==> src/hw/cpmh_pkg.sv <==
// package of constants, encodings and carriers for the cluster power mode handshake
package cpmh_pkg;

  // mode encoding on the requested-state bus and the requirement bus
  localparam int MODE_W = 5;
  localparam logic [4:0] MODE_OFF        = 5'h00;
  localparam logic [4:0] MODE_SF_ON      = 5'h08;
  localparam logic [4:0] MODE_Q_ON       = 5'h09;
  localparam logic [4:0] MODE_H_ON       = 5'h0a;
  localparam logic [4:0] MODE_TQ_ON      = 5'h0b;
  localparam logic [4:0] MODE_FULL_ON    = 5'h0c;
  localparam logic [4:0] MODE_SF_FRET    = 5'h10;
  localparam logic [4:0] MODE_Q_FRET     = 5'h11;
  localparam logic [4:0] MODE_H_FRET     = 5'h12;
  localparam logic [4:0] MODE_TQ_FRET    = 5'h13;
  localparam logic [4:0] MODE_FULL_FRET  = 5'h14;
  localparam logic [4:0] MODE_Q_MRET     = 5'h01;
  localparam logic [4:0] MODE_H_MRET     = 5'h02;
  localparam logic [4:0] MODE_TQ_MRET    = 5'h03;
  localparam logic [4:0] MODE_FULL_MRET  = 5'h04;

  // mode field layout: class in bits 4:3, capacity in bits 2:0
  localparam int CLS_HI = 4;
  localparam int CLS_LO = 3;
  localparam int CAP_HI = 2;
  localparam int CAP_LO = 0;
  localparam logic [1:0] CLS_OFF  = 2'h0;
  localparam logic [1:0] CLS_ON   = 2'h1;
  localparam logic [1:0] CLS_FRET = 2'h2;

  // capacity codes
  localparam logic [2:0] CAP_NONE = 3'h0;
  localparam logic [2:0] CAP_Q    = 3'h1;
  localparam logic [2:0] CAP_H    = 3'h2;
  localparam logic [2:0] CAP_TQ   = 3'h3;
  localparam logic [2:0] CAP_FULL = 3'h4;

  // l3 portion geometry
  localparam int WAYS_PER_GROUP = 4;
  localparam int TAG_PORTIONS   = 4;
  localparam int DATA_PORTIONS  = 2;
  localparam int GROUPS_PER_DATA = 2;

  // preparation time for each accepted transition, in clock cycles
  localparam logic [7:0] PREP_CYCLES = 8'h08;
  localparam logic [7:0] CNT_ZERO    = 8'h00;
  localparam logic [7:0] CNT_ONE     = 8'h01;

  // idle duration and counter widths
  localparam int IDLE_W = 16;
  localparam int HIT_W  = 32;

  // power status carrier
  typedef struct packed {
    logic [4:0] mode;
    logic [3:0] tag_on;
    logic [1:0] data_on;
    logic       ram_retained;
    logic       logic_off;
    logic       sf_long_term_buffer_on;
  } cpmh_status_type;

  // handshake request carrier
  typedef struct packed {
    logic       req;
    logic [4:0] state;
  } cpmh_preq_type;

endpackage : cpmh_pkg

==> src/hw/cpmh_top.sv <==
// cluster-side power mode handshake and l3 power control logic
`timescale 1ns/1ps
module cpmh_top #(
  parameter int IDLE_W = cpmh_pkg::IDLE_W,
  parameter int HIT_W  = cpmh_pkg::HIT_W
) (
  // clock and reset
  input  wire logic                      clk,
  input  wire logic                      rst_n,
  // p-channel from the power controller
  input  wire logic                      mode_request,
  input  wire logic [4:0]                requested_state_bus,
  output logic                           mode_accept,
  output logic                           mode_deny,
  output logic [4:0]                     cluster_requirement_bus,
  // software control bits
  input  wire logic [2:0]                target_capacity,
  input  wire logic                      functional_retention_mode_enable,
  input  wire logic [IDLE_W-1:0]         functional_retention_mode_idle_cycles,
  input  wire logic                      memory_retention_mode_required,
  input  wire logic                      debug_recovery,
  // cluster activity
  input  wire logic                      all_cores_off,
  input  wire logic                      l3_access,
  input  wire logic                      l3_hit,
  input  wire logic                      l3_pending,
  output logic                           l3_stall,
  output logic                           l3_invalidate,
  // status
  output cpmh_pkg::cpmh_status_type      power_status_reg,
  output logic [HIT_W-1:0]               l3_hit_counter,
  output logic [HIT_W-1:0]               l3_miss_counter
);

  // handshake states, one-hot
  typedef enum logic [3:0] {
    HS_IDLE = 4'b0001,
    HS_PREP = 4'b0010,
    HS_ACK  = 4'b0100,
    HS_NAK  = 4'b1000
  } cpmh_hs_type;

  // two-flop synchronisers on pin inputs
  cpmh_pkg::cpmh_preq_type preq_s1, preq_s2;          // p-channel request
  logic [5:0]  act_s1, act_s2;                        // activity pins
  logic [2:0]  cap_s1, cap_s2;                        // capacity selection
  logic [2:0]  ctl_s1, ctl_s2;                        // control bits
  logic [IDLE_W-1:0] idle_s1, idle_s2;                // idle duration setting
  logic [1:0]  sync_fill;                             // synchronisers filled after reset

  cpmh_hs_type       hs, next_hs;                     // handshake state
  logic [4:0]        mode;                            // current accepted mode
  logic [4:0]        target;                          // latched requested mode
  logic [7:0]        prep_cnt;                        // preparation counter
  logic [IDLE_W-1:0] idle_cnt;                        // inactivity counter
  logic              init_done;                       // reset mode sampled
  logic              inval;                           // invalidate pulse flop

  // synchronised aliases
  wire       req_i      = preq_s2.req;
  wire [4:0] state_i    = preq_s2.state;
  wire       cores_off  = act_s2[0];
  wire       access_i   = act_s2[1];
  wire       hit_i      = act_s2[2];
  wire       pending_i  = act_s2[3];
  wire       fret_en    = ctl_s2[0];
  wire       mret_req   = ctl_s2[1];
  wire       dbg_rec    = ctl_s2[2];

  // mode field decode, used for several modes
  function automatic logic [1:0] cls_of(input logic [4:0] m);
    cls_of = m[cpmh_pkg::CLS_HI:cpmh_pkg::CLS_LO];
  endfunction : cls_of

  function automatic logic [2:0] cap_of(input logic [4:0] m);
    cap_of = m[cpmh_pkg::CAP_HI:cpmh_pkg::CAP_LO];
  endfunction : cap_of

  // mode is well formed
  function automatic logic legal(input logic [4:0] m);
    legal = (m == cpmh_pkg::MODE_OFF) ||
            ((cls_of(m) != cpmh_pkg::CLS_OFF) && (cap_of(m) <= cpmh_pkg::CAP_FULL)) ||
            ((cls_of(m) == cpmh_pkg::CLS_OFF) && (cap_of(m) >= cpmh_pkg::CAP_Q) &&
             (cap_of(m) <= cpmh_pkg::CAP_FULL));
  endfunction : legal

  // capacity to tag portion enables
  function automatic logic [3:0] tag_en(input logic [2:0] c);
    case (c)
      cpmh_pkg::CAP_Q:    tag_en = 4'h1;
      cpmh_pkg::CAP_H:    tag_en = 4'h3;
      cpmh_pkg::CAP_TQ:   tag_en = 4'h7;
      cpmh_pkg::CAP_FULL: tag_en = 4'hf;
      default:            tag_en = 4'h0;
    endcase
  endfunction : tag_en

  // capacity to data portion enables
  function automatic logic [1:0] data_en(input logic [2:0] c);
    case (c)
      cpmh_pkg::CAP_Q, cpmh_pkg::CAP_H:  data_en = 2'h1;
      cpmh_pkg::CAP_TQ, cpmh_pkg::CAP_FULL: data_en = 2'h3;
      default:                           data_en = 2'h0;
    endcase
  endfunction : data_en

  // transition validity
  wire [1:0] cur_cls = cls_of(mode);
  wire [2:0] cur_cap = cap_of(mode);
  wire [1:0] req_cls = cls_of(state_i);
  wire [2:0] req_cap = cap_of(state_i);
  wire       cur_off = (mode == cpmh_pkg::MODE_OFF);
  wire       cur_mret = (cur_cls == cpmh_pkg::CLS_OFF) && !cur_off;
  wire       step_ok = (req_cap == cur_cap + 3'h1) || (cur_cap == req_cap + 3'h1);
  wire       idle_now = !access_i && !pending_i;
  wire       to_on_ok = (req_cls == cpmh_pkg::CLS_ON) &&
                        ((cur_cls == cpmh_pkg::CLS_ON && step_ok) ||
                         (cur_cls == cpmh_pkg::CLS_FRET && req_cap == cur_cap) ||
                         cur_off || (cur_mret && req_cap == cur_cap));
  wire       to_fret_ok = (req_cls == cpmh_pkg::CLS_FRET) &&
                          (cur_cls == cpmh_pkg::CLS_ON) && (req_cap == cur_cap) && fret_en;
  wire       to_mret_ok = (req_cls == cpmh_pkg::CLS_OFF) && (state_i != cpmh_pkg::MODE_OFF) &&
                          cores_off && idle_now && (cur_cls == cpmh_pkg::CLS_ON) &&
                          (req_cap == cur_cap);
  wire       to_off_ok = (state_i == cpmh_pkg::MODE_OFF) && cores_off;
  // stale: capacity request no longer matches software target
  wire       stale = (req_cls == cpmh_pkg::CLS_ON) && (cur_cls == cpmh_pkg::CLS_ON) &&
                     (req_cap != cap_s2);
  wire       valid_req = legal(state_i) && (state_i != mode) && !stale &&
                         (to_on_ok || to_fret_ok || to_mret_ok || to_off_ok);

  // requirement advertisement
  wire idle_done = fret_en && (idle_cnt >= idle_s2);
  wire [2:0] step_cap = (cap_s2 > cur_cap) ? cur_cap + 3'h1 :
                        (cap_s2 < cur_cap) ? cur_cap - 3'h1 : cur_cap;
  logic [4:0] next_req;

  // choose the mode to advertise
  always_comb begin
    next_req = mode;
    if (cur_off || cur_mret) begin
      next_req = {cpmh_pkg::CLS_ON, cur_off ? cpmh_pkg::CAP_NONE : cur_cap};
    end else if (cur_cls == cpmh_pkg::CLS_FRET) begin
      next_req = access_i ? {cpmh_pkg::CLS_ON, cur_cap} : mode;
    end else if (cores_off && mret_req && idle_now && cur_cap != cpmh_pkg::CAP_NONE) begin
      next_req = {cpmh_pkg::CLS_OFF, cur_cap};
    end else if (idle_done) begin
      next_req = {cpmh_pkg::CLS_FRET, cur_cap};
    end else begin
      next_req = {cpmh_pkg::CLS_ON, step_cap};
    end
  end

  // handshake next state
  always_comb begin
    next_hs = hs;
    case (hs)
      HS_IDLE: if (req_i && init_done) next_hs = valid_req ? HS_PREP : HS_NAK;
      HS_PREP: if (prep_cnt == cpmh_pkg::CNT_ONE) next_hs = HS_ACK;
      HS_ACK:  if (!req_i) next_hs = HS_IDLE;
      HS_NAK:  if (!req_i) next_hs = HS_IDLE;
      default: next_hs = HS_IDLE;
    endcase
  end

  // input synchronisers
  always_ff @(posedge clk or negedge rst_n) begin
    if (!rst_n) begin
      preq_s1 <= '0;
      preq_s2 <= '0;
      act_s1  <= '0;
      act_s2  <= '0;
      cap_s1  <= cpmh_pkg::CAP_NONE;
      cap_s2  <= cpmh_pkg::CAP_NONE;
      ctl_s1  <= '0;
      ctl_s2  <= '0;
      idle_s1 <= '0;
      idle_s2 <= '0;
      sync_fill <= '0;
    end else begin
      preq_s1 <= '{req: mode_request, state: requested_state_bus};
      preq_s2 <= preq_s1;
      act_s1  <= {2'b00, l3_pending, l3_hit, l3_access, all_cores_off};
      act_s2  <= act_s1;
      cap_s1  <= target_capacity;
      cap_s2  <= cap_s1;
      ctl_s1  <= {debug_recovery, memory_retention_mode_required, functional_retention_mode_enable};
      ctl_s2  <= ctl_s1;
      idle_s1 <= functional_retention_mode_idle_cycles;
      idle_s2 <= idle_s1;
      sync_fill <= {sync_fill[0], 1'b1};
    end
  end

  // initial mode capture after reset release
  always_ff @(posedge clk or negedge rst_n) begin
    if (!rst_n) begin
      init_done <= 1'b0;
      mode      <= cpmh_pkg::MODE_OFF;
      inval     <= 1'b0;
    end else begin
      inval <= 1'b0;
      if (!init_done) begin
        // wait until the synchronisers hold the pin value seen through reset
        init_done <= sync_fill[1];
        mode      <= (sync_fill[1] && legal(state_i)) ? state_i : cpmh_pkg::MODE_OFF;
        inval     <= sync_fill[1] && (cls_of(state_i) == cpmh_pkg::CLS_ON) && !dbg_rec;
      end else if (hs == HS_PREP && next_hs == HS_ACK) begin
        mode  <= target;
        inval <= cur_off && (cls_of(target) == cpmh_pkg::CLS_ON) && !dbg_rec;
      end
    end
  end

  // handshake state, target latch, preparation counter
  always_ff @(posedge clk or negedge rst_n) begin
    if (!rst_n) begin
      hs       <= HS_IDLE;
      target   <= cpmh_pkg::MODE_OFF;
      prep_cnt <= cpmh_pkg::CNT_ZERO;
    end else begin
      hs <= next_hs;
      if (hs == HS_IDLE && next_hs == HS_PREP) begin
        target   <= state_i;
        prep_cnt <= cpmh_pkg::PREP_CYCLES;
      end else if (prep_cnt != cpmh_pkg::CNT_ZERO) begin
        prep_cnt <= prep_cnt - cpmh_pkg::CNT_ONE;
      end
    end
  end

  // inactivity counter for functional retention
  always_ff @(posedge clk or negedge rst_n) begin
    if (!rst_n) begin
      idle_cnt <= '0;
    end else if (!idle_now || cur_cls != cpmh_pkg::CLS_ON) begin
      idle_cnt <= '0;
    end else if (idle_cnt < idle_s2) begin
      idle_cnt <= idle_cnt + 1'b1;
    end
  end

  // registered outputs
  always_ff @(posedge clk or negedge rst_n) begin
    if (!rst_n) begin
      mode_accept             <= 1'b0;
      mode_deny               <= 1'b0;
      cluster_requirement_bus <= cpmh_pkg::MODE_OFF;
    end else begin
      mode_accept             <= (next_hs == HS_ACK);
      mode_deny               <= (next_hs == HS_NAK);
      cluster_requirement_bus <= next_req;
    end
  end

  // l3 hit and miss counters
  always_ff @(posedge clk or negedge rst_n) begin
    if (!rst_n) begin
      l3_hit_counter  <= '0;
      l3_miss_counter <= '0;
    end else if (access_i) begin
      if (hit_i) l3_hit_counter <= l3_hit_counter + 1'b1;
      else l3_miss_counter <= l3_miss_counter + 1'b1;
    end
  end

  // stall traffic only while rams are in retention or logic off
  assign l3_stall      = (cur_cls != cpmh_pkg::CLS_ON);
  assign l3_invalidate = inval;

  // power status: portion enables and retention state
  always_ff @(posedge clk or negedge rst_n) begin
    if (!rst_n) begin
      power_status_reg <= '0;
    end else begin
      power_status_reg.mode         <= mode;
      power_status_reg.tag_on       <= cur_cls == cpmh_pkg::CLS_ON ? tag_en(cur_cap) : 4'h0;
      power_status_reg.data_on      <= cur_cls == cpmh_pkg::CLS_ON ? data_en(cur_cap) : 2'h0;
      power_status_reg.ram_retained <= cur_mret || cur_cls == cpmh_pkg::CLS_FRET;
      power_status_reg.logic_off    <= cur_mret || cur_off;
      power_status_reg.sf_long_term_buffer_on   <= cur_cls != cpmh_pkg::CLS_OFF;
    end
  end

endmodule : cpmh_top

==> config.mk <==
export PLATFORM = sky130hd
export DESIGN_NAME = cpmh_top
export DESIGN_NICKNAME = d
export VERILOG_FILES = /design/src/hw/cpmh_pkg.sv /design/src/hw/cpmh_top.sv
export SDC_FILE = /design/constraint.sdc
export NUM_CORES = 1
export LEC_CHECK = 0
export ABC_CLOCK_PERIOD_IN_PS = 2500
export BUFFER_PORTS_ARGS = -buffer_cell sky130_fd_sc_hd__buf_2
export CAP_MARGIN = 30
export CORE_MARGIN = 1.5
export CORE_UTILIZATION = 50
export DETAILED_ROUTE_END_ITERATION = 7
export MAX_ROUTING_LAYER = met4
export PLACE_DENSITY = 0.74
export SETUP_SLACK_MARGIN = 0.05
export SYNTH_ARGS = -nofsm -noshare
export SYNTH_HDL_FRONTEND = slang
export SYNTH_SLANG_ARGS = --single-unit
==> constraint.sdc <==
create_clock -name clk -period 2.5 [get_ports clk]
set_clock_uncertainty 0.15 [all_clocks]
set_input_delay 0.5 -clock clk [delete_from_list [all_inputs] [get_ports clk]]
set_output_delay 0.5 -clock clk [all_outputs]
set_load 0.02 [all_outputs]
==> results.md, run 1 <==
- The flow ran to the end, and the final reports show no timing, DRC or antenna violations.
- Subtracting the final worst setup slack from the clock period gives 2.49 ns.
- In the global route stage, overall resource usage came out at 20.9%.
- Of all nets on the critical path, the largest fanout is 5.
- The number of enable flip-flop cells after synthesis is 0.
- The fmax is 402 MHz.
- The via density per instance is 5.14.
- The floorplan step defined a die boundary enclosing 0.0167 mm2.
- The nature of the critical path startpoint is a flop.
- The congestion estimate from routability-driven global placement came to 0.862.
- The largest registers in the layout are l3_hit_counter: 32 flops, l3_miss_counter: 32 flops.
- The arrival time of the worst setup path is 2.64 ns.
- In the final routed layout, each cell accounts on average for 14.8 um.
- The layout filler cell count is 1181.
- The count of final max-slew check failures came to 0.
- For this run, the post-layout net count is 938.
- After Yosys synthesis, and, or, nand and nor cells account for 16.5% of the synthesized area.
- The cell area that synthesis handed to floorplanning was 0.00796 mm2.
- The startpoint of the worst-slack reg-to-reg timing path is idle_cnt[10]$_DFFE_PN0P_.
- In the routed design, unresolved DRC markers number 0.
- The fraction of the mapped netlist area in compound gates is 5.20%.
- The combinational family with the most area after synthesis is simple AND/OR/NAND/NOR gates.
- The number of antenna violations at the first check in global routing is 0.
- The total area inside the core boundary comes to 0.0154 mm2.
- The initial detailed-routing violation count is 372.
- The cell sitting at the root of the clock tree is a sky130_fd_sc_hd__clkbuf_16.
- The later pin in the worst-skew pair is clocked with a latency of 0.42 ns.
- The largest total area in the synthesized netlist belongs to sky130_fd_sc_hd__dfrtp_1.
- The share of the synthesized area in the top cell type is 59.1%.
- The share of the cycle needed by the critical path after routing is 99.4%.
- The final-report setup violation count is 0.
- In the final layout, flip-flops and latches occupy 0.00474 mm2.
- After synthesis, the mean cell area works out to 11.5 um2.
- The post-route netlist has 28.3% of its cells at a drive strength greater than 1.
- The largest buffer count on any clock path is 2.
- The element type at the critical path end is a flop.
- Setup repair after global routing could not meet its margin everywhere.
- The transition at the pin with the smallest max-transition slack is 0.641 ns.
- Leaving out fill and tap cells, the most frequent cell in the layout is sky130_fd_sc_hd__dfrtp_1.
- The count of nets left with antenna violations once routing finished came out at 0.
- Cell internal power was estimated by the tool at 5.50 mW.
- Final hold analysis gives a worst-case slack of 0.0208 ns.
- The worst hold path begins at functional_retention_mode_idle_cycles[3].
- Summing all multi-input logic gate instances after layout gives 0.00319 mm2.
- The number of global-route vias before repair is 5391.
- The library cells used most frequently in the layout, excluding fill and tap cells, are 183 x sky130_fd_sc_hd__dfrtp_1, 119 x sky130_fd_sc_hd__buf_2, 64 x sky130_fd_sc_hd__nor2_1.
- The count of input and output buffers is 120.
- For this design the static power due to leakage is 4.88 nW.
- The detailed router placed 5632 vias in this run.
- The fraction of synthesized area in multiplexers is 1.57%.
- The layout overhead on the synthesized area is 25.8%.
- The synthesized netlist contains 58 unique library cells.
- The die is 129 um tall.
- For this design the ratio of total power to cell area is 761 mW/mm2.
- The fraction of registers with async set/reset is 100%.
- The parity-gate share of the synthesized area counting xor and xnor cells is 9.79%.
- The largest net degree at the start of global routing is 59.
- Power comes to 7.62 mW.
- The worst path required time is 2.65 ns.
- The CTS tree is built.
- The portion of total power attributed to combinational logic is 16.2%.
- The launching element of the worst setup path is idle_cnt[10]$_DFFE_PN0P_.
- The worst pin sits at a relative slew slack of 57.2%.
- Ranked by total cell area, the synthesized netlist is headed by sky130_fd_sc_hd__dfrtp_1 59%, sky130_fd_sc_hd__xnor2_1 6.2%, sky130_fd_sc_hd__ha_1 5.0%.
- The pre-antenna-repair detailed-routing pass consisted of 7 iterations.
- The maximum level of the CTS H-tree is 4.
- The fraction of the yosys area taken by sequential cells is 59.4%.
- After clock tree synthesis, the clock-pin slew on the worst setup and hold paths is 0.07 ns.
- The total congestion overflow is 0.
- The count of max-cap constraint violations is 0.
- In this run switching power makes up 27.9% of total power.
- Counting every instance in the synthesized netlist gives 690.
- The net switching power is 2.12 mW.
- The arithmetic-cell share of the synthesized area counting full adders, half adders and majority gates is 5.03%.
- The Yosys step of the flow raised 0 warnings.
- The clock network is responsible for 36.2% of the overall power.
- Timing analysis after detailed placement gives a worst setup slack of -0.0771 ns.
- 121 I/O pins were placed.
- The number of synthesized register bits is 189.
- Of the total power, registers draw 47.5%.
- The first-pass GRT wire length is 26.4 mm.
- Once detailed placement completed, the half-perimeter wirelength came to 11.4 mm.
- In this run the worst hold path is classified as in2reg.
- The hold violation total from the final report came to 0.
- Wires add up to 16.2 mm.
- The main flop type after synthesis is sky130_fd_sc_hd__dfrtp_1.
- CTS saw 189 sinks.
- The row count is 45.
- From left edge to right edge, the die measures 129 um.
- Setup slack on the critical path of the routed design comes to 0.0138 ns.
- The number of antenna diodes in the final layout is 0.
- The number of nets in the synthesized netlist is 756.
- The largest vdd supply drop is 500 uV.
- The critical path is of the reg2reg type.
- The number of buffers created by CTS is 17.
- Once the floorplan was initialized, standard cells occupied 51.8% of the core.
==> critical path: stages, from the launching register on <==
cell and delay [ns]:
sky130_fd_sc_hd__dfrtp_1 0.42, sky130_fd_sc_hd__ha_1 0.33, sky130_fd_sc_hd__nand4_1 0.15, sky130_fd_sc_hd__o21bai_1 0.11, sky130_fd_sc_hd__a221oi_2 0.29, sky130_fd_sc_hd__buf_4 0.18, sky130_fd_sc_hd__nand2_4 0.07, sky130_fd_sc_hd__buf_6 0.13
sky130_fd_sc_hd__o31ai_1 0.40, sky130_fd_sc_hd__a21oi_2 0.11
==> final timing paths <==
check / to / slack, ns / depth (start not counted)
setup / recovery: idle_cnt[15]$_DFFE_PN0P_ / 0.01 / 9
hold / removal: idle_s1[3]$_DFF_PN0_ / 0.02 / 1
setup reg to reg: idle_cnt[15]$_DFFE_PN0P_ / 0.01 / 9
hold reg to reg: state_i[3]$_DFF_PN0_ / 0.19 / 0
max in group asynchronous: prep_cnt[0]$_DFFE_PN0P_ / 1.09 / 3
min in group asynchronous: l3_hit_counter[20]$_DFFE_PN0P_ / 0.45 / 2
==> cell usage after synthesis, types with 8 or more instances <==
cell	number
sky130_fd_sc_hd__dfrtp_1	188
sky130_fd_sc_hd__and3_1	14
sky130_fd_sc_hd__nand2_1	55
sky130_fd_sc_hd__o21ai_0	17
sky130_fd_sc_hd__nor2b_1	8
sky130_fd_sc_hd__a21oi_1	21
sky130_fd_sc_hd__ha_1	32
sky130_fd_sc_hd__nor2_1	65
sky130_fd_sc_hd__xor2_1	33
sky130_fd_sc_hd__mux2_2	8
sky130_fd_sc_hd__nand4_1	27
sky130_fd_sc_hd__clkbuf_1	8
sky130_fd_sc_hd__inv_1	34
sky130_fd_sc_hd__xnor2_1	56
sky130_fd_sc_hd__nor4_1	8
sky130_fd_sc_hd__nand3_1	40
==> cells by family (layout without fill, tap and decap cells) <==
| group | count (synthesis) | in the layout |
|---|---|---|
| AO/OA/AOI/OAI | 63 | 63 |
| flip-flops | 189 | 189 |
| buffers and inverters | 47 | 241 |
| adder cells (fa/ha/maj) | 32 | 32 |
| other | 1 | 1 |
| multiplexers | 11 | 11 |
| AND/OR/NAND/NOR | 258 | 258 |
| XOR/XNOR | 89 | 89 |
==> layout make-up <==
cell class	count	area share, %
well taps	211	2.64
multi-input cells	454	31.8
flip-flops and latches	189	47.3
clock buffers	17	4.25
repair buffers	176	10.8
clock inverters	14	1.82
inverters	34	1.27
==> metal layers <==
metal	GRT usage (%)	vias to the layer above	part of all wire, %
met1	28.1	2735	46
li1	-	2727	-
met4	7.14	0	1.7
met3	5.16	23	5.5
met5	-	-	0
met2	31.4	147	47
==> repair_timing <==
item	CTS	global route
endpoints found under the setup margin	11	24
buffers inserted	8	9
hold endpoints to repair	51	0
hold buffers	1	0
gates resized for setup	5	26
pin swaps	3	17
==> power by group through the flow <==
| stage | clock, mW | combinational [mW] | sequential [mW] |
|---|---|---|---|
| floorplan | 0 | 0.631 | 3.80 |
| global placement | 0 | 1.20 | 3.66 |
| detailed placement | 0 | 1.22 | 3.67 |
| CTS | 2.83 | 1.24 | 3.62 |
| global route | 2.95 | 1.38 | 3.67 |
| finish | 2.76 | 1.24 | 3.62 |
==> stage by stage <==
| step | instance area, um2 | std cells | utilization [%] | TNS, ns |
|---|---|---|---|---|
| after CTS | 9830 | 1088 | 63.9 | 0 |
| after global placement | 9110 | 1048 | 59.2 | 0 |
| final | 10000 | 1095 | 65.1 | 0 |
| after global routing | 10000 | 1095 | 65.1 | -0.0740 |
| after floorplan | 7960 | 690 | - | 0 |
| after detailed placement | 9110 | 1048 | 59.2 | -0.223 |
No activity file was read; power rests on OpenSTA's default activity.
==> run 2, diff against run 1 <==
--- a/config.mk
+++ b/config.mk
@@ -5,10 +5,10 @@
 export SDC_FILE = /design/constraint.sdc
 export NUM_CORES = 1
 export LEC_CHECK = 0
-export ABC_CLOCK_PERIOD_IN_PS = 2500
+export ABC_CLOCK_PERIOD_IN_PS = 2100
 export BUFFER_PORTS_ARGS = -buffer_cell sky130_fd_sc_hd__buf_2
 export CAP_MARGIN = 30
-export CORE_MARGIN = 1.5
+export CORE_MARGIN = 2
 export CORE_UTILIZATION = 50
 export DETAILED_ROUTE_END_ITERATION = 7
 export MAX_ROUTING_LAYER = met4
==> constraint.sdc (replaced) <==
create_clock -name clk -period 2.1 [get_ports clk]
set_clock_uncertainty 0.15 [all_clocks]
set_input_delay 0.42 -clock clk [delete_from_list [all_inputs] [get_ports clk]]
set_output_delay 0.42 -clock clk [all_outputs]
set_load 0.02 [all_outputs]
==> run 2 against run 1 <==
  * The run now ends with negative setup slack left
  * Clock power up 15%
  * Combinational power up 51%
  * Sequential share of layout area down 5.5 points
  * Setup slack worse by 0.33 ns
  * Clock-buffer cell count unchanged
  * Worst hold slack better by 0.17 ns
  * Critical endpoint is now cluster_requirement_bus[2]$_DFF_PN0_
  * Largest power group unchanged
==> results.md, run 2 (same netlist as run 1, synthesis figures left out) <==
- The share of layout cells above drive strength 1 is 40.5%.
- The most critical setup path has its startpoint at idle_cnt[10]$_DFFE_PN0P_.
- The number of top-level design ports is 121.
- After clock tree synthesis, the clock-pin slew on the worst setup and hold paths is 0.08 ns.
- The family of cells with the greatest summed delay on the critical path is compound AO/OA/AOI/OAI gates.
- Leaving out fill and tap cells, the most frequent cells in the layout are 181 x sky130_fd_sc_hd__dfrtp_1, 118 x sky130_fd_sc_hd__buf_2, 112 x sky130_fd_sc_hd__buf_4.
- The final-report setup violation count is 41.
- Clock tree synthesis inserted a total of 17 buffers.
- The effective utilization at floorplan is 50.7%.
- Across the whole layout, storage elements account for 0.00474 mm2.
- The hold violation total from the final report is 0.
- The tool flagged a number of max-cap violations equal to 0.
- The worst register-to-register path has a depth of 8.
- Setup repair after global routing could not meet its margin everywhere.
- The maximum level of the CTS H-tree is 4.
- Excluding fillers, the count of instances in the completed layout stands at 1209.
- The aggregate global-route resource usage is 23.8%.
- The total routed wirelength is 19.0 mm.
- The critical setup path kind is reg2reg.
- Dividing the final minimum period by the clock period gives 115%.
- Compared with the post-synthesis result, the final layout area differs by 42.4%.
- The largest buffer count on any clock path is 2.
- The CTS sink count is 189.
- The worst hold slack across all endpoints is 0.194 ns.
- The floorplan die area is 0.0169 mm2.
- The nature of the critical path startpoint is a flop.
- The signal on the critical path passes through ha_4 > nand4_1 > buf_4 > nor4_4 > o21ai_2 > a31o_2 > nor2b_4 > a221o_1.
- The most common cell after layout, fill and taps aside is sky130_fd_sc_hd__dfrtp_1.
- The flow ran to the end, but the final reports show violations.
- In this run the critical register-to-register path is launched from idle_cnt[10]$_DFFE_PN0P_.
- The fmax is 414 MHz.
- The worst register-to-register path ends at cluster_requirement_bus[2]$_DFF_PN0_.
- The placed wire-length estimate is 12.1 mm.
- The total overflow left after global routing is 0.
- The power density over the cells is 827 mW/mm2.
- The die is 130 um wide.
- Counting instances, the worst hold path has a depth of 0.
- The die is 130 um tall.
- The number of antenna violations at the first check in global routing is 1.
- The worst path required time is 2.28 ns.
- Summing all multi-input logic gate instances after layout gives 0.00359 mm2.
- The routed design could run at a clock period as short as 2.41 ns.
- The count of buffer and inverter cells on the critical path is 1.
- Once detail routing completed, the nets flagged for antenna violations numbered 0.
- The final reports fail on negative setup slack.
- After floorplanning, the core was divided into 46 placement rows.
- In the routed design, unresolved DRC markers number 0.
- Data on the critical path arrives at its endpoint at 2.59 ns.
- The setup slack on the worst flop-to-flop path is -0.31 ns.
- The hold path endpoint is state_i[2]$_DFF_PN0_.
- In the final layout, the registers with the most flip-flops are l3_hit_counter: 32 flops, l3_miss_counter: 32 flops.
- In this run the most critical hold path is launched from preq_s1[2]$_DFF_PN0_.
- The element type at the critical path end is a flop.
- The CTS tree is built.
- The largest vdd supply drop is 779 uV.
- The root buffer selected by CTS is sky130_fd_sc_hd__clkbuf_16.
- The smallest setup slack after layout is -0.314 ns.
- The later pin in the worst-skew pair is clocked with a latency of 0.44 ns.
- The highest-delay cell along the critical path is sky130_fd_sc_hd__dfrtp_1.
- The number of global-route vias before repair was 6179.
- The net count of the finished layout is 1045.
- The longest individual stage delay on the worst path is 0.44 ns.
- Cells fill 72.1% of the core in the end.
- The iteration count of the initial detailed-routing pass is 5.
- The type of the tightest min-delay check is reg2reg.
- In this run the worst path has a maximum fanout of 3.
- The core footprint is 0.0157 mm2.
- The first-pass GRT wire length is 30.3 mm.
- The detailed router finished its first iteration with 325 violations.
- The routed via count is 6295.
- The analysis attributes to cell leakage a power of 5.46 nW.
- Dividing the detail-routed wire length by the instance count gives 15.7 um.
- After detailed placement, the design holds a cell count of 1115.
- The routability congestion estimate is 0.864.
- The count of final max-slew check failures is 0.
- The count of input and output buffers is 120.
- The largest net degree at the start of global routing is 51.
- Using the TritonRoute via totals, the vias-per-cell ratio works out to 5.21.
- After filler insertion, the fill cell instance count of the layout stands at 1037.
==> run 2: changes by cell type in the layout (fill, tap and decap cells not counted), moves of 7 or more <==
cell	delta
sky130_fd_sc_hd__nor2_1	-14
sky130_fd_sc_hd__inv_2	+14
sky130_fd_sc_hd__buf_6	+16
sky130_fd_sc_hd__nor2_2	+7
sky130_fd_sc_hd__ha_4	+8
sky130_fd_sc_hd__dlygate4sd3_1	+32
sky130_fd_sc_hd__ha_1	-9
sky130_fd_sc_hd__buf_4	+62
sky130_fd_sc_hd__nor2_4	+7
sky130_fd_sc_hd__inv_1	-15
==> run 2: through the flow <==
step                setup TNS, ns  area, um2  power (mW)  setup WS, ns
floorplan                   -1.87       8030        5.29        -0.267
global placement            -2.64       9620        5.90        -0.210
detailed placement          -4.23       9620        5.96        -0.268
CTS                         -2.41      11000        9.33        -0.195
global route               -10.18      11300        9.85        -0.350
finish                      -6.46      11300        9.37        -0.314
==> run 2: how the worst max path moves through the flow <==
stage	cells after the start	slack [ns]	endpoint
2_1_floorplan	8	-0.27	target[3]$_DFFE_PN0N_
3_3_place_gp	8	-0.21	idle_cnt[11]$_DFFE_PN0P_
3_5_place_dp	8	-0.27	idle_cnt[15]$_DFFE_PN0P_
4_1_cts	8	-0.20	cluster_requirement_bus[2]$_DFF_PN0_
5_1_grt	8	-0.35	cluster_requirement_bus[2]$_DFF_PN0_
6_report	8	-0.31	cluster_requirement_bus[2]$_DFF_PN0_
==> run 2: layout make-up <==
type | instances | area share [%]
antenna | 1 | 0.0221
clock buffer | 17 | 3.75
clock inverter | 15 | 1.48
inverter | 34 | 1.15
multi-input combinational | 454 | 31.7
sequential | 189 | 41.8
tap | 216 | 2.38
timing repair buffer | 283 | 17.7
==> run 2: report_power, final <==
part	total [mW]	leakage [nW]	internal [mW]	switching, mW
Clock	3.18	0.289	1.61	1.57
Combinational	1.87	2.77	0.892	0.975
Sequential	4.33	2.39	4.02	0.308
Total	9.37	5.46	6.52	2.85
==> run 2: what timing repair did <==
item | in CTS | in global routing
pin swaps | 45 | 27
setup buffers | 14 | 16
endpoints found under the setup margin | 41 | 60
endpoints found under the hold margin | 75 | 0
hold buffers | 33 | 0
resized for setup | 66 | 66
gates cloned | 1 | 0
==> run 2: layer usage <==
layer | up-vias | routed length [um] | GRT usage [%]
li1 | 2945 | - | -
met1 | 3115 | 8470 | 31.6
met2 | 185 | 9260 | 36.6
met3 | 50 | 819 | 4.72
met4 | 0 | 484 | 9.04
met5 | - | 0 | -
